<file path="src/core/dcm_pkg.sv">
`default_nettype none

package dcm_pkg;

    // Digit layout
    localparam int DIGIT_W = 4;
    localparam int ACC_DIGITS = 20;
    localparam int READ_DIGITS = 12;
    localparam int FRAC_DIGITS = 8;
    localparam int OPD_DIGITS = 10;

    // Multiplying cycle timing
    localparam int CLK_PERIOD_NS = 50;
    localparam int ACC_CYCLE_MS = 200;
    localparam int ACC_CYCLE_CLKS = ACC_CYCLE_MS * 1000000 / CLK_PERIOD_NS;

    // Decimal shift values, in decimal places
    localparam int SHIFT_MAX = 8;
    localparam int SHIFT_A = 8;
    localparam int SHIFT_B = 7;
    localparam int SHIFT_C = 5;
    localparam int SHIFT_D = 2;

    typedef enum logic [1:0] {SRC_KEYS, SRC_TOTALS, SRC_PRODUCT} dcm_src_t;
    typedef enum logic [1:0] {OP_PRINT, OP_NONADD, OP_ADD, OP_SUB} dcm_op_t;
    typedef enum logic [1:0] {SHIFT_SEL_A, SHIFT_SEL_B, SHIFT_SEL_C, SHIFT_SEL_D} dcm_shift_t;

    // One machine cycle as programmed for the current position
    typedef struct packed {
        logic load_mplier;
        logic load_mcand;
        dcm_src_t src;
        dcm_op_t op;
        logic product;
    } dcm_cycle_t;

    // Amount handed to the host add path
    typedef struct packed {
        logic valid;
        dcm_op_t op;
        logic [READ_DIGITS*DIGIT_W-1:0] amount;
    } dcm_totals_t;

endpackage

`default_nettype wire

</file>
<file path="src/core/dcm_component_gen.sv">
`default_nettype none

module dcm_component_gen #(
    parameter int DIGITS = dcm_pkg::OPD_DIGITS
) (
    // Selected multiplier digit
    input wire logic [3:0] mdigit,
    // Whole multiplicand
    input wire logic [DIGITS*4-1:0] mcand,
    // Units and tens components
    output logic [DIGITS*4-1:0] right_comp,
    output logic [DIGITS*4-1:0] left_comp
);

    // Right and left tables for multiplier rows 1..9; row 0 is never selected
    function automatic logic [3:0] table_entry(input logic left, input logic [3:0] m, input logic [3:0] d);
        logic [7:0] p;
        p = 8'(m) * 8'(d);
        if (m == 4'h0 || m > 4'h9 || d > 4'h9) begin
            return 4'h0;
        end
        return left ? 4'(p / 8'h0A) : 4'(p % 8'h0A);
    endfunction

    // Both components of a digit product fit one digit each, since 9 x 9 is two digits
    for (genvar i = 0; i < DIGITS; i++) begin : g_digit
        assign right_comp[i*4 +: 4] = table_entry(1'b0, mdigit, mcand[i*4 +: 4]);
        assign left_comp[i*4 +: 4] = table_entry(1'b1, mdigit, mcand[i*4 +: 4]);
    end

endmodule

`default_nettype wire

</file>
<file path="src/core/dcm_bcd_adder.sv">
`default_nettype none

module dcm_bcd_adder #(
    parameter int DIGITS = dcm_pkg::ACC_DIGITS
) (
    // Operands
    input wire logic [DIGITS*4-1:0] a,
    input wire logic [DIGITS*4-1:0] b,
    // Decimal sum, top carry dropped
    output logic [DIGITS*4-1:0] sum
);

    logic [DIGITS:0] carry;
    assign carry[0] = 1'b0;

    for (genvar i = 0; i < DIGITS; i++) begin : g_digit
        logic [4:0] raw;
        assign raw = 5'(a[i*4 +: 4]) + 5'(b[i*4 +: 4]) + 5'(carry[i]);
        assign carry[i+1] = raw > 5'h09;
        assign sum[i*4 +: 4] = carry[i+1] ? 4'(raw - 5'h0A) : raw[3:0];
    end

endmodule

`default_nettype wire

</file>
<file path="src/core/dcm_core.sv">
`default_nettype none

module dcm_core #(
    parameter int OPD_DIGITS = dcm_pkg::OPD_DIGITS,
    parameter int CYCLE_CLKS = dcm_pkg::ACC_CYCLE_CLKS
) (
    // Clock and reset
    input wire logic CLK,
    input wire logic RESET,

    // Machine cycle from the host
    input wire logic CYCLE_VALID,
    input wire dcm_pkg::dcm_cycle_t CYCLE,

    // Factor sources
    input wire logic [OPD_DIGITS*4-1:0] KEY_AMOUNT,
    input wire logic [OPD_DIGITS*4-1:0] STORED_AMOUNT,

    // Multiplication control
    input wire logic MULTIPLY_ARM,
    input wire dcm_pkg::dcm_shift_t DECIMAL_SHIFT,
    input wire logic MULT_START,
    input wire logic FRAC_CLEAR,

    // Amount to the host add path
    output dcm_pkg::dcm_totals_t TOTALS_OUT,

    // Status
    output logic BUSY,
    output logic PRODUCT_READY,
    output logic ARMED,

    // Operand store view
    output logic [OPD_DIGITS*4-1:0] MULTIPLIER_OPERAND,
    output logic [OPD_DIGITS*4-1:0] MULTIPLICAND_OPERAND
);

    localparam int DW = dcm_pkg::DIGIT_W;
    localparam int OPD_W = OPD_DIGITS * DW;
    localparam int ACC_W = dcm_pkg::ACC_DIGITS * DW;
    localparam int READ_W = dcm_pkg::READ_DIGITS * DW;
    localparam int FRAC_W = dcm_pkg::FRAC_DIGITS * DW;
    localparam int IDX_W = $clog2(OPD_DIGITS);
    localparam int CNT_W = $clog2(CYCLE_CLKS + 1);
    localparam logic [CNT_W-1:0] CNT_LAST = CNT_W'(CYCLE_CLKS - 1);

    typedef enum logic [1:0] {ST_IDLE, ST_RIGHT, ST_LEFT, ST_HOLD} dcm_state_t;

    typedef struct packed {
        dcm_state_t st;
        logic [ACC_W-1:0] acc;
        logic [OPD_W-1:0] mplier;
        logic [OPD_W-1:0] mcand;
        logic [OPD_W-1:0] stage_mp;
        logic [OPD_W-1:0] stage_mc;
        logic pend_mp;
        logic pend_mc;
        logic armed;
        dcm_pkg::dcm_shift_t shift;
        logic [IDX_W-1:0] idx;
        logic [CNT_W-1:0] cnt;
        dcm_pkg::dcm_totals_t totals;
    } dcm_core_state_t;

    dcm_core_state_t r;
    dcm_core_state_t next_r;

    // Lowest nonzero digit at or above a start position
    function automatic logic [IDX_W:0] first_nz(input logic [OPD_W-1:0] v, input int from);
        logic [IDX_W:0] res;
        res = '0;
        for (int i = OPD_DIGITS - 1; i >= 0; i--) begin
            if (i >= from && v[i*DW +: DW] != 4'h0) begin
                res = {1'b1, IDX_W'(i)};
            end
        end
        return res;
    endfunction

    // Columns skipped at the right of the accumulator
    function automatic int shift_offset(input dcm_pkg::dcm_shift_t s);
        unique case (s)
            dcm_pkg::SHIFT_SEL_A: return dcm_pkg::SHIFT_MAX - dcm_pkg::SHIFT_A;
            dcm_pkg::SHIFT_SEL_B: return dcm_pkg::SHIFT_MAX - dcm_pkg::SHIFT_B;
            dcm_pkg::SHIFT_SEL_C: return dcm_pkg::SHIFT_MAX - dcm_pkg::SHIFT_C;
            dcm_pkg::SHIFT_SEL_D: return dcm_pkg::SHIFT_MAX - dcm_pkg::SHIFT_D;
        endcase
    endfunction

    logic [3:0] cur_digit;
    logic [OPD_W-1:0] right_comp;
    logic [OPD_W-1:0] left_comp;
    logic [OPD_W-1:0] sel_comp;
    logic [ACC_W+OPD_W-1:0] wide;
    logic [ACC_W-1:0] addend;
    logic [ACC_W-1:0] sum;
    logic [READ_W-1:0] read_word;
    logic [OPD_W-1:0] src_amount;
    logic [IDX_W:0] start_nz;
    logic [IDX_W:0] step_nz;
    logic tick;
    logic busy;
    int pos;

    assign cur_digit = r.mplier[r.idx*DW +: DW];

    dcm_component_gen #(
        .DIGITS(OPD_DIGITS)
    ) u_comp (
        .mdigit(cur_digit),
        .mcand(r.mcand),
        .right_comp(right_comp),
        .left_comp(left_comp)
    );

    always_comb begin
        sel_comp = (r.st == ST_LEFT) ? left_comp : right_comp;
        pos = shift_offset(r.shift) + int'(r.idx);
        if (r.st == ST_LEFT) begin
            pos = pos + 1;
        end
    end

    // Columns beyond the top are dropped with the shift
    assign wide = {{ACC_W{1'b0}}, sel_comp} << (DW * pos);
    assign addend = wide[ACC_W-1:0];

    dcm_bcd_adder #(
        .DIGITS(dcm_pkg::ACC_DIGITS)
    ) u_add (
        .a(r.acc),
        .b(addend),
        .sum(sum)
    );

    assign read_word = r.acc[ACC_W-1 -: READ_W];

    always_comb begin
        unique case (CYCLE.src)
            dcm_pkg::SRC_KEYS: src_amount = KEY_AMOUNT;
            dcm_pkg::SRC_TOTALS: src_amount = STORED_AMOUNT;
            dcm_pkg::SRC_PRODUCT: src_amount = read_word[OPD_W-1:0];
            default: src_amount = '0;
        endcase
    end

    assign start_nz = first_nz(r.mplier, 0);
    assign step_nz = first_nz(r.mplier, int'(r.idx) + 1);

    assign busy = (r.st == ST_RIGHT) || (r.st == ST_LEFT);

    // Multiplying cycle rate as a one-clock enable
    assign tick = busy && (r.cnt == CNT_LAST);

    always_comb begin
        next_r = r;
        next_r.totals.valid = 1'b0;

        // Stage to store, then the stage falls back to zero
        if (r.pend_mp) begin
            next_r.mplier = r.stage_mp;
            next_r.stage_mp = '0;
            next_r.pend_mp = 1'b0;
        end
        if (r.pend_mc) begin
            next_r.mcand = r.stage_mc;
            next_r.stage_mc = '0;
            next_r.pend_mc = 1'b0;
        end

        if (busy) begin
            next_r.cnt = tick ? '0 : r.cnt + 1'b1;
        end else begin
            next_r.cnt = '0;
        end

        if (MULTIPLY_ARM && !busy) begin
            next_r.armed = 1'b1;
            next_r.shift = DECIMAL_SHIFT;
        end

        unique case (r.st)
            ST_RIGHT: begin
                if (tick) begin
                    next_r.acc = sum;
                    next_r.st = ST_LEFT;
                end
            end
            ST_LEFT: begin
                if (tick) begin
                    next_r.acc = sum;
                    if (step_nz[IDX_W]) begin
                        next_r.idx = step_nz[IDX_W-1:0];
                        next_r.st = ST_RIGHT;
                    end else begin
                        next_r.st = ST_HOLD;
                    end
                end
            end
            ST_IDLE, ST_HOLD: begin
                if (MULT_START && r.armed) begin
                    // Start wins over a machine cycle in the same clock
                    next_r.armed = 1'b0;
                    if (start_nz[IDX_W]) begin
                        next_r.idx = start_nz[IDX_W-1:0];
                        next_r.st = ST_RIGHT;
                    end else begin
                        next_r.st = ST_HOLD;
                    end
                end else begin
                    if (FRAC_CLEAR) begin
                        next_r.acc[FRAC_W-1:0] = '0;
                    end
                    if (CYCLE_VALID) begin
                        if (CYCLE.load_mplier) begin
                            next_r.mplier = '0;
                            next_r.stage_mp = src_amount;
                            next_r.pend_mp = 1'b1;
                        end
                        if (CYCLE.load_mcand) begin
                            next_r.mcand = '0;
                            next_r.stage_mc = src_amount;
                            next_r.pend_mc = 1'b1;
                        end
                        if (CYCLE.product) begin
                            // Repeat or motor bar cycle assumed; no result-key path here
                            next_r.totals.valid = 1'b1;
                            next_r.totals.op = CYCLE.op;
                            next_r.totals.amount = read_word;
                            next_r.acc = '0;
                            next_r.st = ST_IDLE;
                        end else if (CYCLE.load_mplier || CYCLE.load_mcand) begin
                            next_r.totals.valid = 1'b1;
                            next_r.totals.op = CYCLE.op;
                            next_r.totals.amount = {{(READ_W - OPD_W){1'b0}}, src_amount};
                        end
                    end
                end
            end
        endcase
    end

    always_ff @(posedge CLK) begin
        if (RESET) begin
            r <= '0;
        end else begin
            r <= next_r;
        end
    end

    assign TOTALS_OUT = r.totals;
    assign BUSY = busy;
    assign PRODUCT_READY = (r.st == ST_HOLD);
    assign ARMED = r.armed;
    assign MULTIPLIER_OPERAND = r.mplier;
    assign MULTIPLICAND_OPERAND = r.mcand;

endmodule

`default_nettype wire

</file>
<file path="config.mk">
export PLATFORM = sky130hd
export DESIGN_NAME = dcm_core
export DESIGN_NICKNAME = d
export VERILOG_FILES = /design/src/core/dcm_pkg.sv /design/src/core/dcm_component_gen.sv /design/src/core/dcm_bcd_adder.sv /design/src/core/dcm_core.sv
export SDC_FILE = /design/constraint.sdc
export NUM_CORES = 2
export LEC_CHECK = 0
export BUFFER_PORTS_ARGS = -buffer_cell sky130_fd_sc_hd__buf_4
export CAP_MARGIN = 20
export CORE_MARGIN = 2
export CORE_UTILIZATION = 32
export DETAILED_ROUTE_END_ITERATION = 8
export GPL_ROUTABILITY_DRIVEN = 0
export SYNTH_ARGS = -nofsm -noshare
export SYNTH_HDL_FRONTEND = slang
export SYNTH_SLANG_ARGS = --single-unit
export TNS_END_PERCENT = 10
</file>
<file path="constraint.sdc">
create_clock -name CLK -period 41.5 [get_ports CLK]
set_input_delay 2.075 -clock CLK [delete_from_list [all_inputs] [get_ports CLK]]
set_output_delay 2.075 -clock CLK [all_outputs]
set_load 0.05 [all_outputs]
</file>
==> results.md <==
* DR WL met2 at 49390 um
* Syn Nets at 4639
* Status: finished, final reports clean
* Post-Synth XOR/XNOR Area at 0.04426
* Min-delay worst type: reg2reg
* Fin. max-slew vios at 0
* H-tree depth at 2
* Fraction of layout cells with a size suffix above 1 at 0.1104
* Req. time, crit path at 41.92 ns
* Peak supply drop at 0.00003850 V
* Top cell by count, worst path: inv_1
* Post-synthesis cell count at 4239
* Drt first-iter violations at 3706
* Largest net degree at the start of global routing at 72
* Crit path largest cell delay at 0.65 ns
* Period utilisation layout at 0.8760
* Post-synth EDFFs at 0
* Synthesized cell area at 0.03273 mm2
* CP Launch Type: register
* GR Overflow Total at 0
* MaxCap Viol Count at 0
* Reg clk slew, reported paths at 0.06 ns
* Die Span X at 323.8 um
* Die height at 323.8 um
* Detail Placement HPWL at 88300 um
* Minimum clock period at 36.35 ns
* Crit. End Element: register
* Synth Area in Simple Gates at 0.2074
* Gr usage total at 0.2123
* Fin nets at 4568
* Crit path buf inv count at 48
* Critical path fanouts, max at 42
* Port bufs at 228
* CTS tree: yes
* Clock root cell: clkbuf_16
* Fin Hold WS at 0.4633 ns
* Drt drc at 0
* WL final at 116700 um
* Pwr Density at 34.15 mW/mm2
* Clock Tree Buf Depth at 3
* Crit path kind: reg2reg
* Vias in the first global route at 29062
* Met3 WL at 10370 um
* Register area share after synthesis at 0.1982
* RSZ-0062 raised after global routing: no
* CTS resizes at 0
* Initial antenna violation count at 6
* Max Fclk at 27.51 MHz
* Vias/cell at 5.817
* Post-synthesis mux area share at 0.06070
* Final core occ at 0.3525
* Ports at 229
* Post-route clock skew at 0.03084 ns
* Clock Latency Late Sink at 0.56 ns
* Global-route wire length before repair at 175900 um
* Cell variety after synth at 122
* Post-CTS Setup Repair Bufs at 0
* M1 WL at 53000 um
* Core area at 0.1016 mm2
* Initial Utilization at 0.3222
* TritonRoute pass-1 iters at 8
* Asr flop ratio synth at 0
* Total Neg Setup Slack at 0 ns
* Post-synthesis register bit count at 324
* Critical path data arrival time at 36.78 ns
* Uppermost layer routed: met5
* Final Setup Violations at 0
* Synth warn at 0
* DR vias at 32386
* Largest family of logic cells by synthesized area: compound AO/OA/AOI/OAI gates
* Syn-to-layout area delta at 9.419%
* Worst-margin pin slew at 1.337 ns
* Leak at 14.61 nW
* CP top delay family: adder cells
* Routed Antenna Nets at 0
* Crit-path slowest cell: dfxtp_1
* Die area at 0.1049 mm2
* Ys flop type: dfxtp_1
* Sink Count at 324
* Rel. slew slack at 0.1025
* Post-synthesis adder-cell area fraction at 0.1362
* Mean Syn Cell Area at 7.722 um2
* Cell Rows at 117
* DR WL/cell at 20.95 um
* Synth Area in Compound Gates at 0.2646
* Endpoints failing hold at 0
* Hold-fix buffers, CTS at 0
* TritonCTS buffer count at 36
## worst paths after layout
check                                     from  cells past startpoint  slack, ns             end
worst min-delay path            TOTALS_OUT[49]                      2       0.46  TOTALS_OUT[49]
worst min register to register  TOTALS_OUT[49]                      2       0.46  TOTALS_OUT[49]
worst max-delay path                     r[74]                    160       5.15          r[321]
worst max register to register           r[74]                    160       5.15          r[321]
## placed cells by master, fill, tap and decap left out, drive strengths merged, types with 26 or more instances in the layout
cell	netlist	layout
nor2	450	450
nand2	327	327
dfxtp	324	324
buf	185	278
a21oi	277	277
inv	223	225
ha	225	225
o21ai	204	204
mux2i	177	177
nor3	145	145
and2	122	122
xnor2	121	121
nand3	105	105
a22o	88	88
fa	80	80
a21o	70	70
a211oi	59	59
a221oi	59	59
or3	56	56
a22oi	54	54
clkbuf	205	49
xor2	41	41
o211ai	39	39
and3	38	38
o22ai	37	37
nand2b	33	33
a31oi	32	32
a32oi	31	31
nor4	29	29
o221ai	27	27
or2	26	26
## state kept, by name (all words and copies together) (netlist names)
name                  flops
MULTIPLIER_OPERAND       40
MULTIPLICAND_OPERAND     40
r                       192
TOTALS_OUT               51
ARMED                     1
## where the power goes
part / internal [mW] / total, mW / switching, mW / leakage [nW]
Clock: 0.195 / 0.340 / 0.145 / 0.592
Sequential: 0.335 / 0.354 / 0.0196 / 2.62
Combinational: 0.149 / 0.529 / 0.379 / 11.4
Total: 0.679 / 1.22 / 0.544 / 14.6
## worst min-delay path, cell delays in order, from the launching register on
cell	delay [ns]
dfxtp_1	0.31
nand2_1	0.05
a21oi_1	0.05
## routing by layer
layer / vias to the layer above / GRT usage
met4: 6 / 0.06708
met1: 15579 / 0.3083
met5: - / 0
met3: 220 / 0.03840
met2: 1410 / 0.3147
li1: 15171 / -
## cell type report
type | count | area [um2]
Clock inverter | 19 | 230.2
Clock buffer | 46 | 988.4
Timing Repair Buffer | 281 | 2120
Multi-Input combinational cell | 3299 | 23420
Inverter | 226 | 848.3
Sequential cell | 324 | 6489
Fill cell | 10677 | 65780
Tap cell | 1368 | 1712
Antenna cell | 4 | 10.01
## kinds of logic (layout without fill, tap and decap cells)
kind of cell    after synthesis  count (layout)
simple gates               1420            1420
buf+inv                     616             572
other cells                   0               4
flops                       324             324
compound gates             1216            1216
fa+ha+maj                   309             309
mux                         192             192
xor+xnor                    162             162
## through the flow
stage	setup WS, ns	power, mW	instance area, um2	std cells
floorplan	8.550	0.7256	32730	4239
global placement	6.284	0.8693	34510	5489
detailed placement	5.343	0.8728	34520	5491
CTS	5.231	1.211	35740	5556
global route	1.911	1.275	35810	5563
finish	5.146	1.223	35820	5567
## cells in the mapped netlist, types with 38 or more instances
cell type / n / area share
nor2_1: 450 / 0.052
nand2_1: 326 / 0.037
dfxtp_1: 324 / 0.20
a21oi_1: 271 / 0.041
ha_1: 225 / 0.086
inv_1: 223 / 0.026
clkbuf_1: 204 / 0.023
o21ai_0: 188 / 0.029
mux2i_1: 176 / 0.054
nor3_1: 140 / 0.021
buf_4: 138 / 0.032
and2_1: 121 / 0.023
xnor2_1: 120 / 0.032
nand3_1: 105 / 0.016
a22o_1: 88 / 0.024
fa_1: 80 / 0.049
a21o_1: 70 / 0.016
a211oi_1: 56 / 0.013
or3_1: 55 / 0.011
a221oi_1: 52 / 0.014
a22oi_1: 51 / 0.012
and3_1: 38 / 0.0073
o211ai_1: 38 / 0.0087
xor2_1: 38 / 0.010
Power figures use the tool's default switching activity.
